==> src/hdl/soe_pkg.sv <==
package soe_pkg;

	// Depth of one expander; cascades build multiples of this
	localparam int unsigned SOE_STAGES = 10;
	// Position of the stage that takes the serial input
	localparam int unsigned SOE_FIRST_STAGE = 0;
	// Position of the stage that feeds the serial output
	localparam int unsigned SOE_LAST_STAGE = SOE_STAGES - 1;
	// Register contents after power-on clear
	localparam logic [SOE_STAGES-1:0] SOE_CLEAR_VALUE = 10'h000;
	// Level shown on every parallel line while disabled
	localparam logic [SOE_STAGES-1:0] SOE_DISABLED_VALUE = 10'h000;
	// Level of the serial output after power-on clear
	localparam logic SOE_SERIAL_CLEAR = 1'h0;
	// Cycles from a sampled rising shift clock to the updated stages
	localparam int unsigned SOE_SHIFT_LATENCY = 2;
	// Cycles from a sampled enable change to the parallel lines
	localparam int unsigned SOE_ENABLE_LATENCY = 1;

endpackage : soe_pkg

==> src/hdl/soe_out_gate.sv <==
`timescale 1ns/1ps

// Gated parallel output stage, one flip-flop per line
module soe_out_gate
	import soe_pkg::*;
(
	input wire logic clk_sys,
	input wire logic rst,
	input wire logic gate_enable,
	input wire logic [SOE_STAGES-1:0] stage_value,
	output logic [SOE_STAGES-1:0] gated_out
);

	////////////////////////////////////////////////////////////////////////////////
	// Per-line gating and output flops

	genvar gi;
	generate
		for (gi = 0; gi < SOE_STAGES; gi++)
		begin : g_line
			logic line_nxt;
			logic line_r;

			// Disabled lines sit at logic 0 whatever the stage holds
			assign line_nxt = gate_enable ? stage_value[gi] : SOE_DISABLED_VALUE[gi];

			// Registered so the pins never glitch on an enable change
			always_ff @(posedge clk_sys)
			begin
				if (rst)
					line_r <= SOE_DISABLED_VALUE[gi];
				else
					line_r <= line_nxt;
			end

			assign gated_out[gi] = line_r;
		end
	endgenerate

endmodule : soe_out_gate

==> src/hdl/soe_shift10.sv <==
`timescale 1ns/1ps

module soe_shift10
	import soe_pkg::*;
(
	input wire logic clk_sys,
	input wire logic rst,
	input wire logic shift_clock,
	input wire logic serial_in,
	input wire logic output_enable,
	output logic [SOE_STAGES-1:0] parallel_outputs,
	output logic serial_out
);

	////////////////////////////////////////////////////////////////////////////////
	// Declarations

	logic sclk_d1_r;
	logic sclk_d2_r;
	logic din_d1_r;
	logic [SOE_STAGES-1:0] shift_r;
	logic [SOE_STAGES-1:0] shift_nxt;
	logic serial_out_r;
	logic serial_out_nxt;
	logic shift_edge;

	////////////////////////////////////////////////////////////////////////////////
	// Input sampling

	// Clock goes through one more flop than data, so a bit that changes
	// with the rising edge is still the one taken
	always_ff @(posedge clk_sys)
	begin
		if (rst)
		begin
			sclk_d1_r <= 1'h0;
			sclk_d2_r <= 1'h0;
			din_d1_r <= 1'h0;
		end
		else
		begin
			sclk_d1_r <= shift_clock;
			sclk_d2_r <= sclk_d1_r;
			din_d1_r <= serial_in;
		end
	end

	// Rising edge of the delayed shift clock
	assign shift_edge = sclk_d1_r & ~sclk_d2_r;

	////////////////////////////////////////////////////////////////////////////////
	// Shift register

	// New bit lands in stage 0; the old top stage is dropped, the cascade gets the new top
	assign shift_nxt = shift_edge ? {shift_r[SOE_LAST_STAGE-1:SOE_FIRST_STAGE], din_d1_r} : shift_r;

	// Serial output follows the top stage in the same cycle as the lines
	assign serial_out_nxt = shift_nxt[SOE_LAST_STAGE];

	// Synchronous reset stands in for the power-on clear
	always_ff @(posedge clk_sys)
	begin
		if (rst)
		begin
			shift_r <= SOE_CLEAR_VALUE;
			serial_out_r <= SOE_SERIAL_CLEAR;
		end
		else
		begin
			shift_r <= shift_nxt;
			serial_out_r <= serial_out_nxt;
		end
	end

	assign serial_out = serial_out_r;

	////////////////////////////////////////////////////////////////////////////////
	// Gated parallel outputs

	// Fed with the next value so lines and serial output move together
	soe_out_gate u_out_gate (
		.clk_sys(clk_sys),
		.rst(rst),
		.gate_enable(output_enable),
		.stage_value(shift_nxt),
		.gated_out(parallel_outputs)
	);

	////////////////////////////////////////////////////////////////////////////////
	// Assertions

	// One stage per detected edge, bit order upward
	a_shift_one_stage: assert property (
		@(posedge clk_sys) disable iff (rst)
		shift_edge |=> shift_r == {$past(shift_r[SOE_LAST_STAGE-1:SOE_FIRST_STAGE]), $past(din_d1_r)})
		else $error("shift did not move one stage upward");

	// Without an edge the register holds
	a_hold_no_edge: assert property (
		@(posedge clk_sys) disable iff (rst)
		!shift_edge |=> $stable(shift_r))
		else $error("register changed without a shift clock edge");

	// The bit present at the sampled clock rise is the one captured
	a_capture_race: assert property (
		@(posedge clk_sys) disable iff (rst)
		$rose(shift_clock) |-> ##2 shift_r[SOE_FIRST_STAGE] == $past(serial_in, 2))
		else $error("serial bit at clock rise not captured");

	// A rising shift clock moves the old contents up within two cycles
	a_rise_shifts: assert property (
		@(posedge clk_sys) disable iff (rst)
		$rose(shift_clock) |-> ##2 shift_r[SOE_LAST_STAGE:1] == $past(shift_r[SOE_LAST_STAGE-1:0], 1))
		else $error("rising shift clock did not shift the register");

	// Enabled lines show the stages
	a_enable_drive: assert property (
		@(posedge clk_sys) disable iff (rst)
		output_enable |=> parallel_outputs == shift_r)
		else $error("enabled parallel lines differ from the register");

	// Disabled lines sit at zero
	a_disable_zero: assert property (
		@(posedge clk_sys) disable iff (rst)
		!output_enable |=> parallel_outputs == SOE_DISABLED_VALUE)
		else $error("disabled parallel lines not at zero");

	// Serial output tracks the top stage even while disabled
	a_serial_tracks: assert property (
		@(posedge clk_sys) disable iff (rst)
		(!output_enable && shift_edge) |=> serial_out == $past(shift_r[SOE_LAST_STAGE-1]))
		else $error("serial output did not follow the top stage while disabled");

	// Serial output and top line come from separate flops; they must agree while enabled
	a_serial_top: assert property (
		@(posedge clk_sys) disable iff (rst)
		output_enable |=> serial_out == parallel_outputs[SOE_LAST_STAGE])
		else $error("serial output differs from the last stage");

	// Clear leaves everything at zero
	a_reset_clear: assert property (
		@(posedge clk_sys)
		rst |=> (shift_r == SOE_CLEAR_VALUE) && (parallel_outputs == SOE_DISABLED_VALUE) && !serial_out)
		else $error("reset did not clear the register and outputs");

	////////////////////////////////////////////////////////////////////////////////
	// Assertions on edge timing and on what the pins show
	// The line and serial checks look at the output flops, so a broken gate or cascade path is caught at the pins

	// A sampled rise opens the shift window on the next edge
	a_rise_to_edge: assert property (
		@(posedge clk_sys) disable iff (rst)
		$rose(shift_clock) |=> shift_edge)
		else $error("sampled shift clock rise did not open the shift window");

	// One rise gives exactly one shift, never two
	a_edge_single: assert property (
		@(posedge clk_sys) disable iff (rst)
		shift_edge |=> !shift_edge)
		else $error("shift window stayed open for two cycles");

	// A falling shift clock moves nothing
	a_fall_no_shift: assert property (
		@(posedge clk_sys) disable iff (rst)
		$fell(shift_clock) |-> ##2 $stable(shift_r))
		else $error("register shifted on a falling shift clock");

	// A shift clock held high moves nothing
	a_high_level_hold: assert property (
		@(posedge clk_sys) disable iff (rst)
		(sclk_d1_r && shift_clock) |-> ##2 $stable(shift_r))
		else $error("register shifted while the shift clock stayed high");

	// Lines stand while neither a shift nor an enable change arrives
	a_lines_stable: assert property (
		@(posedge clk_sys) disable iff (rst)
		(!shift_edge && $stable(output_enable)) |=> $stable(parallel_outputs))
		else $error("parallel lines moved without a shift or enable change");

	// Serial output stands between shifts, whatever the enable does
	a_serial_stands: assert property (
		@(posedge clk_sys) disable iff (rst)
		!shift_edge |=> $stable(serial_out))
		else $error("serial output moved without a shift");

	// Cascade sees the old stage below the top on every shift, enabled or not
	a_cascade_bit: assert property (
		@(posedge clk_sys) disable iff (rst)
		shift_edge |=> serial_out == $past(shift_r[SOE_LAST_STAGE-1]))
		else $error("serial output did not take the stage below the top");

	// The captured bit shows on the lowest line
	a_first_line_bit: assert property (
		@(posedge clk_sys) disable iff (rst)
		(shift_edge && output_enable) |=> parallel_outputs[SOE_FIRST_STAGE] == $past(din_d1_r))
		else $error("new bit did not appear on the lowest parallel line");

	// Every enabled line hands its bit one line up
	a_lines_move_up: assert property (
		@(posedge clk_sys) disable iff (rst)
		(shift_edge && output_enable && $past(output_enable)) |=>
		parallel_outputs[SOE_LAST_STAGE:1] == $past(parallel_outputs[SOE_LAST_STAGE-1:0]))
		else $error("parallel lines did not move one line upward");

	// Clear also empties the edge detector, so no stray shift follows it
	a_reset_no_edge: assert property (
		@(posedge clk_sys)
		rst |=> !shift_edge)
		else $error("shift window open right after clear");

endmodule : soe_shift10

==> config.mk <==
export PLATFORM = sky130hd
export DESIGN_NAME = soe_shift10
export DESIGN_NICKNAME = d
export VERILOG_FILES = /design/src/hdl/soe_pkg.sv /design/src/hdl/soe_out_gate.sv /design/src/hdl/soe_shift10.sv
export SDC_FILE = /design/constraint.sdc
export NUM_CORES = 1
export LEC_CHECK = 0
export ABC_AREA = 1
export BUFFER_PORTS_ARGS = -buffer_cell sky130_fd_sc_hd__buf_4
export CAP_MARGIN = 40
export CORE_AREA = 2 2 45 47
export CTS_CLUSTER_DIAMETER = 150
export DETAILED_ROUTE_END_ITERATION = 7
export DIE_AREA = 0 0 47 49
export HOLD_SLACK_MARGIN = 0.06
export PLACE_DENSITY = 0.69
export SLEW_MARGIN = 15
export SYNTH_ARGS = -nofsm -noshare
export SYNTH_HDL_FRONTEND = slang
export SYNTH_SLANG_ARGS = --single-unit
==> constraint.sdc <==
create_clock -name clk_sys -period 0.87 [get_ports clk_sys]
set_input_delay 0.087 -clock clk_sys [delete_from_list [all_inputs] [get_ports clk_sys]]
set_output_delay 0.087 -clock clk_sys [all_outputs]
set_load 0.005 [all_outputs]
* Word-level counts from Yosys, hierarchy flattened
Cells that the tools add are included.
** Operators by class
- Muxes and demuxes :: 1
- Bitwise operators :: 3
- Reductions and logical operators :: 1
** Operators by type and width (count)
- $mux 10 :: 1
- $not 1->1 :: 2
- $reduce_or 2->1 :: 1
- $and 1x1->1 :: 1
** Word-level totals
- Register bits :: 24
- Bits of input ports :: 5
- Output and inout port bits :: 11

* Logic depth before layout (Yosys ltp)
Gate-level depths: netlist of the first run.
- Depth after elaboration :: 3
- Depth in mapped cells :: 5
- Mapped depth without buffers :: 5

* Cells and area by module
From an unflattened synthesis of the first run, not the netlist that was laid out.
** Unflattened totals
- Cell total of the unflattened synthesis :: 127
- Area total of the unflattened synthesis :: 919.6 um^2
** By module, submodules not included
- soe_shift10 :: instances 1, cells an instance 85, area each 554.3 um^2, sequential area each 260.2 um^2
- soe_out_gate :: instances 1, cells an instance 42, area each 365.4 um^2, sequential area each 200.2 um^2

* Worst setup path before layout of the first run
No wires, ideal clock.
- Kind :: reg-to-reg
- From :: register sclk_d2_r
- To :: register u_out_gate.g_line[3].line_r
- Setup time :: 124 ps
- Arrival :: 677 ps
- Required time :: 746 ps
- Path slack :: 69 ps
- Stages on the path, launching flop included :: 6
- Path buffers :: 1
- Cells stage by stage :: dfxtp_1 > inv_1 > clkbuf_8 > nand3_1 > nand2_1 > nor2_1
** On the way
- Word-level cells in the longest chain between the ends :: 3
** Ends and longest elaborated chain
- from (decl) :: line soe_shift10.sv:19 : logic sclk_d2_r;
- from (signal assigned) :: line soe_shift10.sv:43 : sclk_d2_r <= sclk_d1_r;
- $not 1->1 :: line soe_shift10.sv:49 : assign shift_edge = sclk_d1_r & ~sclk_d2_r;
- $and 1x1->1 :: line soe_shift10.sv:49
- $mux 10 :: line soe_shift10.sv:55 : assign shift_nxt = shift_edge ? {shift_r[SOE_LAST_STAGE-1:SOE_FIRST_STAGE], din_d1_r} : shift_r;
- to (signal assigned) :: line soe_out_gate.sv:31 : line_r <= SOE_DISABLED_VALUE[gi];
- to (signal assigned) :: line soe_out_gate.sv:33 : line_r <= line_nxt;
- to (decl) :: line soe_out_gate.sv:22 : logic line_r;
No other way between the ends.
A chain may end at the register's enable or synchronous reset.

* Worst setup path in the final report of the first run
- From :: register sclk_d1_r
- To :: register u_out_gate.g_line[2].line_r
** On the way
- Word-level cells in the longest chain between the ends :: 2
** Ends and longest elaborated chain
- from (decl) :: line soe_shift10.sv:18 : logic sclk_d1_r;
- from (signal assigned) :: line soe_shift10.sv:42 : sclk_d1_r <= shift_clock;
- $and 1x1->1 :: line soe_shift10.sv:49
- $mux 10 :: line soe_shift10.sv:55
- to (signal assigned) :: line soe_out_gate.sv:31
- to (signal assigned) :: line soe_out_gate.sv:33
- to (decl) :: line soe_out_gate.sv:22
No other way between the ends.

==> impl_metrics.tcl, run 1 <==
set metrics [dict create \
    worstSkewPairLatency_ns 0.31 \
    fin_cells 147 \
    drc_errors 0 \
    period_needed_ns 0.854 \
    hp-class "in2reg" \
    grt_pass1_wl_um 2130 \
    routed_wl_um 1390 \
    drtPass1Iterations 4 \
    clk_pin_slew_ns 0.12 \
    cts_tree "built" \
    synth_area_leader_cell "dfxtp_1" \
    power_mw 1.87 \
    synth_common_cells "23 x dfxtp_1, 23 x nor2_1, 21 x nand2_1, 16 x inv_1, 11 x buf_4" \
    ys_ff_latch 23 \
    die_h_um 49 \
    h-tree-depth 1 \
    cp-end-kind "flop" \
    io-pin-count 16 \
    syn_area_um2 843 \
    clock_skew_ns 0.000724 \
    synth_edf_count 0 \
    cts_sinks 23 \
    diodes 0 \
    yosysWarnings 0 \
    arrival_ns 1.06 \
    r2r-start "sclk_d1_r" \
    placed_cells 141 \
    yosys-top-cells-area "dfxtp_1 55%, nor2_1 10%, buf_4 9.8%, nand2_1 9.3%, inv_1 7.1%" \
    hold_violations 0 \
    core_area_um2 1840 \
    max_slew_margin 0.758 \
    viasPerCell 4.22 \
    antenna_found_initial 0 \
    slew_viol_final 0 \
    routedWlPerCell_um 9.45 \
    cp-start-kind "flop" \
    grt-ovfl-total 0 \
    ys_types 9 \
    hold_depth 3 \
    ir_drop_mv 0.856 \
    crit_path_top_delay_cell "dfxtp_4" \
    cpLargestDelayFamily "flip-flops" \
    maxCapViolations 0 \
    ff2ff_setup_slack_ns 0.02 \
    clock.fmax_mhz 1170 \
    io_buffers 15 \
    setup_violations 0 \
    critical_path.cell_chain "buf_6, nand3_1, nand2_1, nor2_1" \
    cp.buffers_inverters 1 \
    reg2reg_to "u_out_gate.g_line[2].line_r" \
    cts_root_buffer "clkbuf_4" \
    die-area_um2 2300 \
    syn_nets 112 \
    syn2layout_area_growth_pct 25.4 \
    cp_max_fo 5 \
    critPathRequiredTime_ns 1.07 \
    drive_gt1_frac 0.350 \
    hold_start "rst" \
    power_density_nw_per_um2 1770 \
    synth_top_area_frac 0.546 \
    rows 16 \
    p_leak_nw 0.514 \
    worstMarginPinSlew_ns 0.361 \
    gp_congestion 0.825 \
    antenna_left 0 \
    synth_async_sr_flop_share 0 \
    avgSynthCellArea_um2 7.88 \
    vias 621 \
    r2r_cells 4 \
    chipWidth_um 47 \
    cts_max_path_buffers 2 \
    rsz0062_at_grt "yes" \
    cts_setup_buffers 0 \
    start_util 0.458 \
    nets 126 \
    cts_made_buffers 3 \
    drt_iter0_drc 5 \
    path_class "reg2reg" \
    synthFlopType "dfxtp_1" \
    dp_hpwl_um 878 \
    grt_max_degree 14 \
    grt_pass1_vias 524 \
    post-route-period-util 0.982 \
    status "complete, no violations" \
    critPathMaxStageDelay_ns 0.41 \
    syn_inst 107 \
    yosysSeqAreaShare 0.546 \
    grt_use_total 0.130 \
    min_to "shift_r[9]" \
]
-- layout by cell type (no fill, tap or decap), drive strengths merged --
master,Yosys,routed
nor2,23,23
inv,16,16
clkbuf,1,4
dlygate4sd3,0,2
nand3,10,10
nand2,22,22
buf,12,20
dfxtp,23,23
-- metrics by stage --
| step | setup slack, ns | hold slack [ns] | utilization | cell area, um2 | TNS (ns) |
|---|---|---|---|---|---|
| 3_3_place_gp | 0.0247 | 0.288 | 0.503 | 926 | 0 |
| 5_1_grt | -0.0178 | 0.127 | 0.574 | 1060 | -0.134 |
| 2_1_floorplan | 0.0690 | 0.159 | - | 843 | 0 |
| 6_report | 0.0160 | 0.125 | 0.574 | 1060 | 0 |
| 3_5_place_dp | 0.0000570 | 0.295 | 0.503 | 926 | 0 |
| 4_1_cts | 0.00460 | 0.121 | 0.533 | 982 | 0 |
-- worst max path at each step --
stage                          start  slack (ns)  cells after the start                          end
after global placement     sclk_d1_r        0.02                      4  u_out_gate.g_line[0].line_r
after global routing       sclk_d2_r       -0.02                      5  u_out_gate.g_line[1].line_r
after floorplan            sclk_d2_r        0.07                      5  u_out_gate.g_line[3].line_r
after detailed placement   sclk_d1_r     0.00006                      4  u_out_gate.g_line[0].line_r
final                      sclk_d1_r        0.02                      4  u_out_gate.g_line[2].line_r
after CTS                 shift_r[9]       0.005                      1                   serial_out
-- layer usage --
metal / track usage / wire length [um] / up-vias / share of wire
met1: 0.155 / 639 / 275 / 0.46
li1: - / - / 331 / -
met2: 0.199 / 662 / 10 / 0.48
met3: 0.0333 / 45 / 5 / 0.032
met4: 0.0833 / 42 / 0 / 0.030
met5: 0 / 0 / - / 0
-- power breakdown --
part	leakage [nW]	total [mW]	internal, mW	switching [mW]
Combinational	0.308	0.260	0.122	0.138
Sequential	0.190	1.13	1.11	0.0203
Clock	0.0150	0.486	0.179	0.307
Total	0.514	1.87	1.41	0.465
-- final cells by class --
type | instances | area (um2)
Fill cell | 176 | 785
Multi-Input combinational cell | 55 | 274
Sequential cell | 23 | 468
Timing Repair Buffer | 22 | 193
Tap cell | 27 | 33.8
Inverter | 16 | 62.6
Clock buffer | 4 | 26.3
-- state kept, by name, indices dropped and copies added, names as in the netlist --
| signal | count |
|---|---|
| din_d1_r | 1 |
| sclk_d1_r | 1 |
| sclk_d2_r | 1 |
| shift_r | 10 |
| u_out_gate.g_line.line_r | 10 |
-- timing repair --
| action | 4_1_cts | 5_1_grt |
|---|---|---|
| endpoints found under the hold margin | 2 | 0 |
| pin swaps | 1 | 12 |
| setup endpoints to repair | 9 | 24 |
| hold buffers | 2 | 0 |
| resized for setup | 4 | 23 |
-- cells by family (layout without fill, tap and decap cells) --
logic type / after synthesis / count (layout) / synth area share
flip-flops: 23 / 23 / 0.546
buffers and inverters: 29 / 42 / 0.191
AND/OR/NAND/NOR: 55 / 55 / 0.263
-- worst min-delay path, cell delays in order --
cell	delay, ns
buf_4	0.08
buf_4	0.18
nor2_1	0.06
Note: power is estimated with default switching activity, not from simulation.
==> run 2: changes to the inputs <==
Settings changed: CORE_AREA 2 2 45 47 to 10 10 53 55, DIE_AREA 0 0 47 49 to 0 0 63 65, SETUP_SLACK_MARGIN set to 0.02.
==> run 2 against run 1 <==
Effect of this change:
- critical path depth grew 1
- total power barely moved
- highest routed layer unchanged
- worst setup slack better by 0.0036 ns
==> impl_metrics.tcl, run 2 (synthesis results as in run 1) <==
set metrics [dict create \
    cts_max_path_buffers 2 \
    chipWidth_um 63 \
    cts_tree "built" \
    ff2ff_setup_slack_ns 0.02 \
    combPwrFrac 0.146 \
    syn2layout_area_growth_pct 30.4 \
    die_h_um 65 \
    nFillCells 157 \
    post-route-period-util 0.978 \
    grt_max_degree 14 \
    reg.largest.list "shift_r x10, u_out_gate.g_line.line_r x10" \
    cts_root_buffer "clkbuf_4" \
    maxCapViolations 0 \
    diodes 0 \
    p_sw_frac 0.244 \
    routed_wl_um 1510 \
    hold_violations 0 \
    multiInputGateArea_um2 287 \
    setup_violations 0 \
    worstMarginPinSlew_ns 0.350 \
    cp-start-kind "flop" \
    drtPass1Iterations 5 \
    cp_max_fo 5 \
    ir_drop_mv 0.905 \
    antenna_found_initial 0 \
    cp-end-kind "flop" \
    rsz0062_at_grt "yes" \
    viasPerCell 4.17 \
    rows 16 \
    h-tree-depth 1 \
    grt_pass1_wl_um 2510 \
    core_area_um2 1860 \
    power_density_nw_per_um2 1710 \
    drive_gt1_frac 0.393 \
    clock.fmax_mhz 1180 \
    routedWlPerCell_um 10.1 \
    drc_errors 0 \
    drt_iter0_drc 9 \
    layout_common_cells "23 x nor2_1, 16 x dfxtp_1, 15 x inv_1, 14 x nand2_1, 13 x buf_4" \
    critPathRequiredTime_ns 1.05 \
    internal_power_mw 1.42 \
    grt_pass1_vias 615 \
    cts_made_buffers 3 \
    power_frac_seq 0.602 \
    clock_skew_ns 0.00453 \
    p_leak_nw 0.530 \
    die-area_um2 4100 \
    power.switching_mw 0.457 \
    grt_use_total 0.0758 \
    regArea_um2 472 \
    max_slew_margin 0.766 \
    vias 622 \
    status "complete, no violations" \
    period_needed_ns 0.850 \
    grt-ovfl-total 0 \
    cts_sinks 23 \
    io_buffers 15 \
    final_core_util 0.591 \
    p_clk_frac 0.252 \
    hp-class "in2reg" \
    fin_hold_ws_ns 0.137 \
    path_class "reg2reg" \
    slew_viol_final 0 \
    dp_hpwl_um 1030 \
    gp_congestion 0.746 \
    nets 128 \
    clk_pin_slew_ns 0.11 \
    start_util 0.453 \
    io-pin-count 16 \
    worstSkewPairLatency_ns 0.30 \
    arrival_ns 1.03 \
    mostFrequentLayoutCell "nor2_1" \
    antenna_left 0 \
]
## run 2: changes by cell type in the layout (fill, tap and decap cells not counted), sizes merged
| cell | change |
|---|---|
| buf | +2 |
## run 2: worst max-delay path, cell delays in order (launching register included)
cell	delay, ns
dfxtp_2	0.35
inv_4	0.09
buf_6	0.12
nand3_2	0.07
nand2_2	0.07
nor2_1	0.04
## run 2: path summary, 6_finish.rpt
kind,depth (start not counted),endpoint,from
max,5,u_out_gate.g_line[3].line_r,sclk_d2_r
min,3,sclk_d1_r,rst
max reg2reg,5,u_out_gate.g_line[3].line_r,sclk_d2_r
min reg2reg,4,u_out_gate.g_line[0].line_r,din_d1_r
## run 2: layer usage
layer,up-vias,track usage,share of wire
met5,-,0,0
met4,0,0.0642,0.011
met3,2,0.0344,0.060
met2,12,0.136,0.53
met1,273,0.0629,0.40
li1,335,-,-
## run 2: stage by stage
step	setup TNS, ns	worst slack [ns]	instances	power [mW]	area (um2)
2_1_floorplan	0	0.0690	107	1.30	843
4_1_cts	0	0.0131	149	1.85	1020
3_5_place_dp	-0.390	-0.0418	143	1.37	941
5_1_grt	-0.278	-0.0378	149	1.97	1100
6_report	0	0.0196	149	1.88	1100
3_3_place_gp	-0.0295	-0.0150	143	1.36	941
## run 2: final cells by class
| cell class | count | area share |
|---|---|---|
| clock buffer | 4 | 0.0239 |
| inverter | 16 | 0.0569 |
| multi-input combinational | 55 | 0.261 |
| sequential | 23 | 0.429 |
| tap | 27 | 0.0307 |
| timing repair buffer | 24 | 0.199 |
## run 2: repair_timing
action | 4_1_cts | 5_1_grt
cloned | 0 | 0
hold buffers | 2 | 0
hold endpoints to repair | 2 | 0
gates resized for setup | 12 | 23
endpoints found under the setup margin | 21 | 31
setup buffers | 0 | 0
pin swaps | 4 | 7
## run 2: power by group through the flow
stage	clock network [mW]	registers, mW	logic (mW)
finish	0.472	1.13	0.273
floorplan	0	1.14	0.155
detailed placement	0	1.15	0.216
global route	0.524	1.14	0.309
global placement	0	1.15	0.210
CTS	0.483	1.13	0.236
==> run 3: changes to the inputs <==
Settings changed: SETUP_SLACK_MARGIN 0.02 to 0.05.
==> run 3 against run 2 <==
Effect of this change:
- design area up 2.3%
- the flow now finishes with violations (setup timing)
- first-iteration DRC count rose by 11%
- largest power group unchanged
- register-to-register slack got worse by 0.02 ns
- critical endpoint is now u_out_gate.g_line[6].line_r
- worst hold slack improved by 0.00098 ns
==> impl_metrics.tcl, run 3 (synthesis results as in run 1) <==
set metrics [dict create \
    antenna_found_initial 0 \
    vias 634 \
    reg.largest.list "shift_r x10, u_out_gate.g_line.line_r x10" \
    cts_sinks 23 \
    r2r-start "sclk_d2_r" \
    drive_gt1_frac 0.418 \
    cts_max_path_buffers 2 \
    routedWlPerCell_um 10.9 \
    grt-ovfl-total 0 \
    cp_max_fo 5 \
    stdcell_area_um2 1120 \
    ir_drop_mv 1.04 \
    grt_use_total 0.0796 \
    io_buffers 15 \
    syn2layout_area_growth_pct 33.4 \
    crit_path_top_delay_cell "dfxtp_2" \
    core_area_um2 1860 \
    cts_tree "built" \
    grt_pass1_vias 612 \
    gp_congestion 0.746 \
    viasPerCell 4.26 \
    critPathRequiredTime_ns 1.06 \
    chipWidth_um 63 \
    drc_errors 0 \
    slew_viol_final 0 \
    nets 128 \
    rsz0062_at_grt "yes" \
    hold_depth 3 \
    worstMarginPinSlew_ns 0.360 \
    antenna_left 0 \
    fin_hold_ws_ns 0.138 \
    critPathMaxStageDelay_ns 0.35 \
    placed_cells 143 \
    clk_pin_slew_ns 0.12 \
    clock_skew_ns 0.00154 \
    fin_cells 149 \
    start_util 0.453 \
    r2r_cells 5 \
    maxCapViolations 0 \
    ff2ff_setup_slack_ns -0.003 \
    min_to "sclk_d1_r" \
    status "complete, but fails checks" \
    h-tree-depth 1 \
    period_needed_ns 0.873 \
    grt_pass1_wl_um 2640 \
    dpl_cell_area_um2 941 \
    layout_common_cells "23 x nor2_1, 16 x dfxtp_1, 15 x inv_1, 13 x nand2_1, 12 x buf_6" \
    reg2reg_to "u_out_gate.g_line[6].line_r" \
    max_slew_margin 0.759 \
    hp-class "in2reg" \
    arrival_ns 1.06 \
    mostFrequentLayoutCell "nor2_1" \
    tns_ns -0.00299 \
    hold_violations 0 \
    post-route-period-util 1.00 \
    die-area_um2 4100 \
    cts_made_buffers 3 \
    cts_root_buffer "clkbuf_4" \
    p_leak_nw 0.535 \
    drt_iter0_drc 10 \
    worstSkewPairLatency_ns 0.29 \
    clock.fmax_mhz 1150 \
    critical_path.cell_chain "inv_4, buf_6, nand3_2, nand2_2, nor2_1" \
    dp_hpwl_um 1030 \
    diodes 0 \
    cts_setup_buffers 0 \
    grt_max_degree 14 \
    path_class "reg2reg" \
    hold_start "rst" \
    cp-end-kind "flop" \
    io-pin-count 16 \
    power_density_nw_per_um2 1680 \
    cp-start-kind "flop" \
    die_h_um 65 \
    routed_wl_um 1620 \
    violations "setup timing" \
    rows 16 \
    fin_ws_ns -0.00299 \
    setup_violations 1 \
    drtPass1Iterations 3 \
]
## run 3: per-layer routing
metal,track usage,up-vias,part of all wire
li1,-,334,-
met1,0.0756,286,0.41
met2,0.140,10,0.51
met3,0.0309,4,0.058
met4,0.0559,0,0.020
met5,0,-,0
## run 3: per-stage QoR
step,utilization,setup slack (ns),power [mW]
detailed placement,0.505,-0.0418,1.37
finish,0.604,-0.00299,1.89
CTS,0.591,0.0288,1.89
global placement,0.505,-0.0150,1.36
floorplan,-,0.0690,1.30
global route,0.604,-0.0445,1.99
## run 3: repair_timing
| item | in CTS | in global routing |
|---|---|---|
| setup endpoints to repair | 31 | 31 |
| hold buffers | 2 | 0 |
| gates resized for setup | 34 | 7 |
| pin swaps | 18 | 0 |
| hold endpoints to repair | 2 | 0 |
| cloned | 0 | 0 |
## run 3: final cells by class
class	instances	area [um2]
Sequential cell	23	472
Inverter	16	62.6
Tap cell	27	33.8
Fill cell	157	737
Clock buffer	4	26.3
Timing Repair Buffer	24	230
Multi-Input combinational cell	55	300
## run 3: how the worst max path moves through the flow
stage,startpoint,slack [ns],depth (start not counted),to
2_1_floorplan,sclk_d2_r,0.07,5,u_out_gate.g_line[3].line_r
3_3_place_gp,sclk_d1_r,-0.01,4,u_out_gate.g_line[3].line_r
5_1_grt,sclk_d2_r,-0.04,5,u_out_gate.g_line[6].line_r
4_1_cts,shift_r[9],0.03,1,serial_out
3_5_place_dp,sclk_d2_r,-0.04,5,u_out_gate.g_line[8].line_r
6_report,sclk_d2_r,-0.003,5,u_out_gate.g_line[6].line_r
## run 3: critical path: cells and delay by family, from the launching register on
kind	cells	cell delay, ns
and+or+nand+nor	3	0.18
DFF	1	0.35
buffers and inverters	2	0.24
## run 3: report_power, final
group,switching (mW),internal (mW)
sequential,0.0249,1.11
clock,0.289,0.178
combinational,0.150,0.140
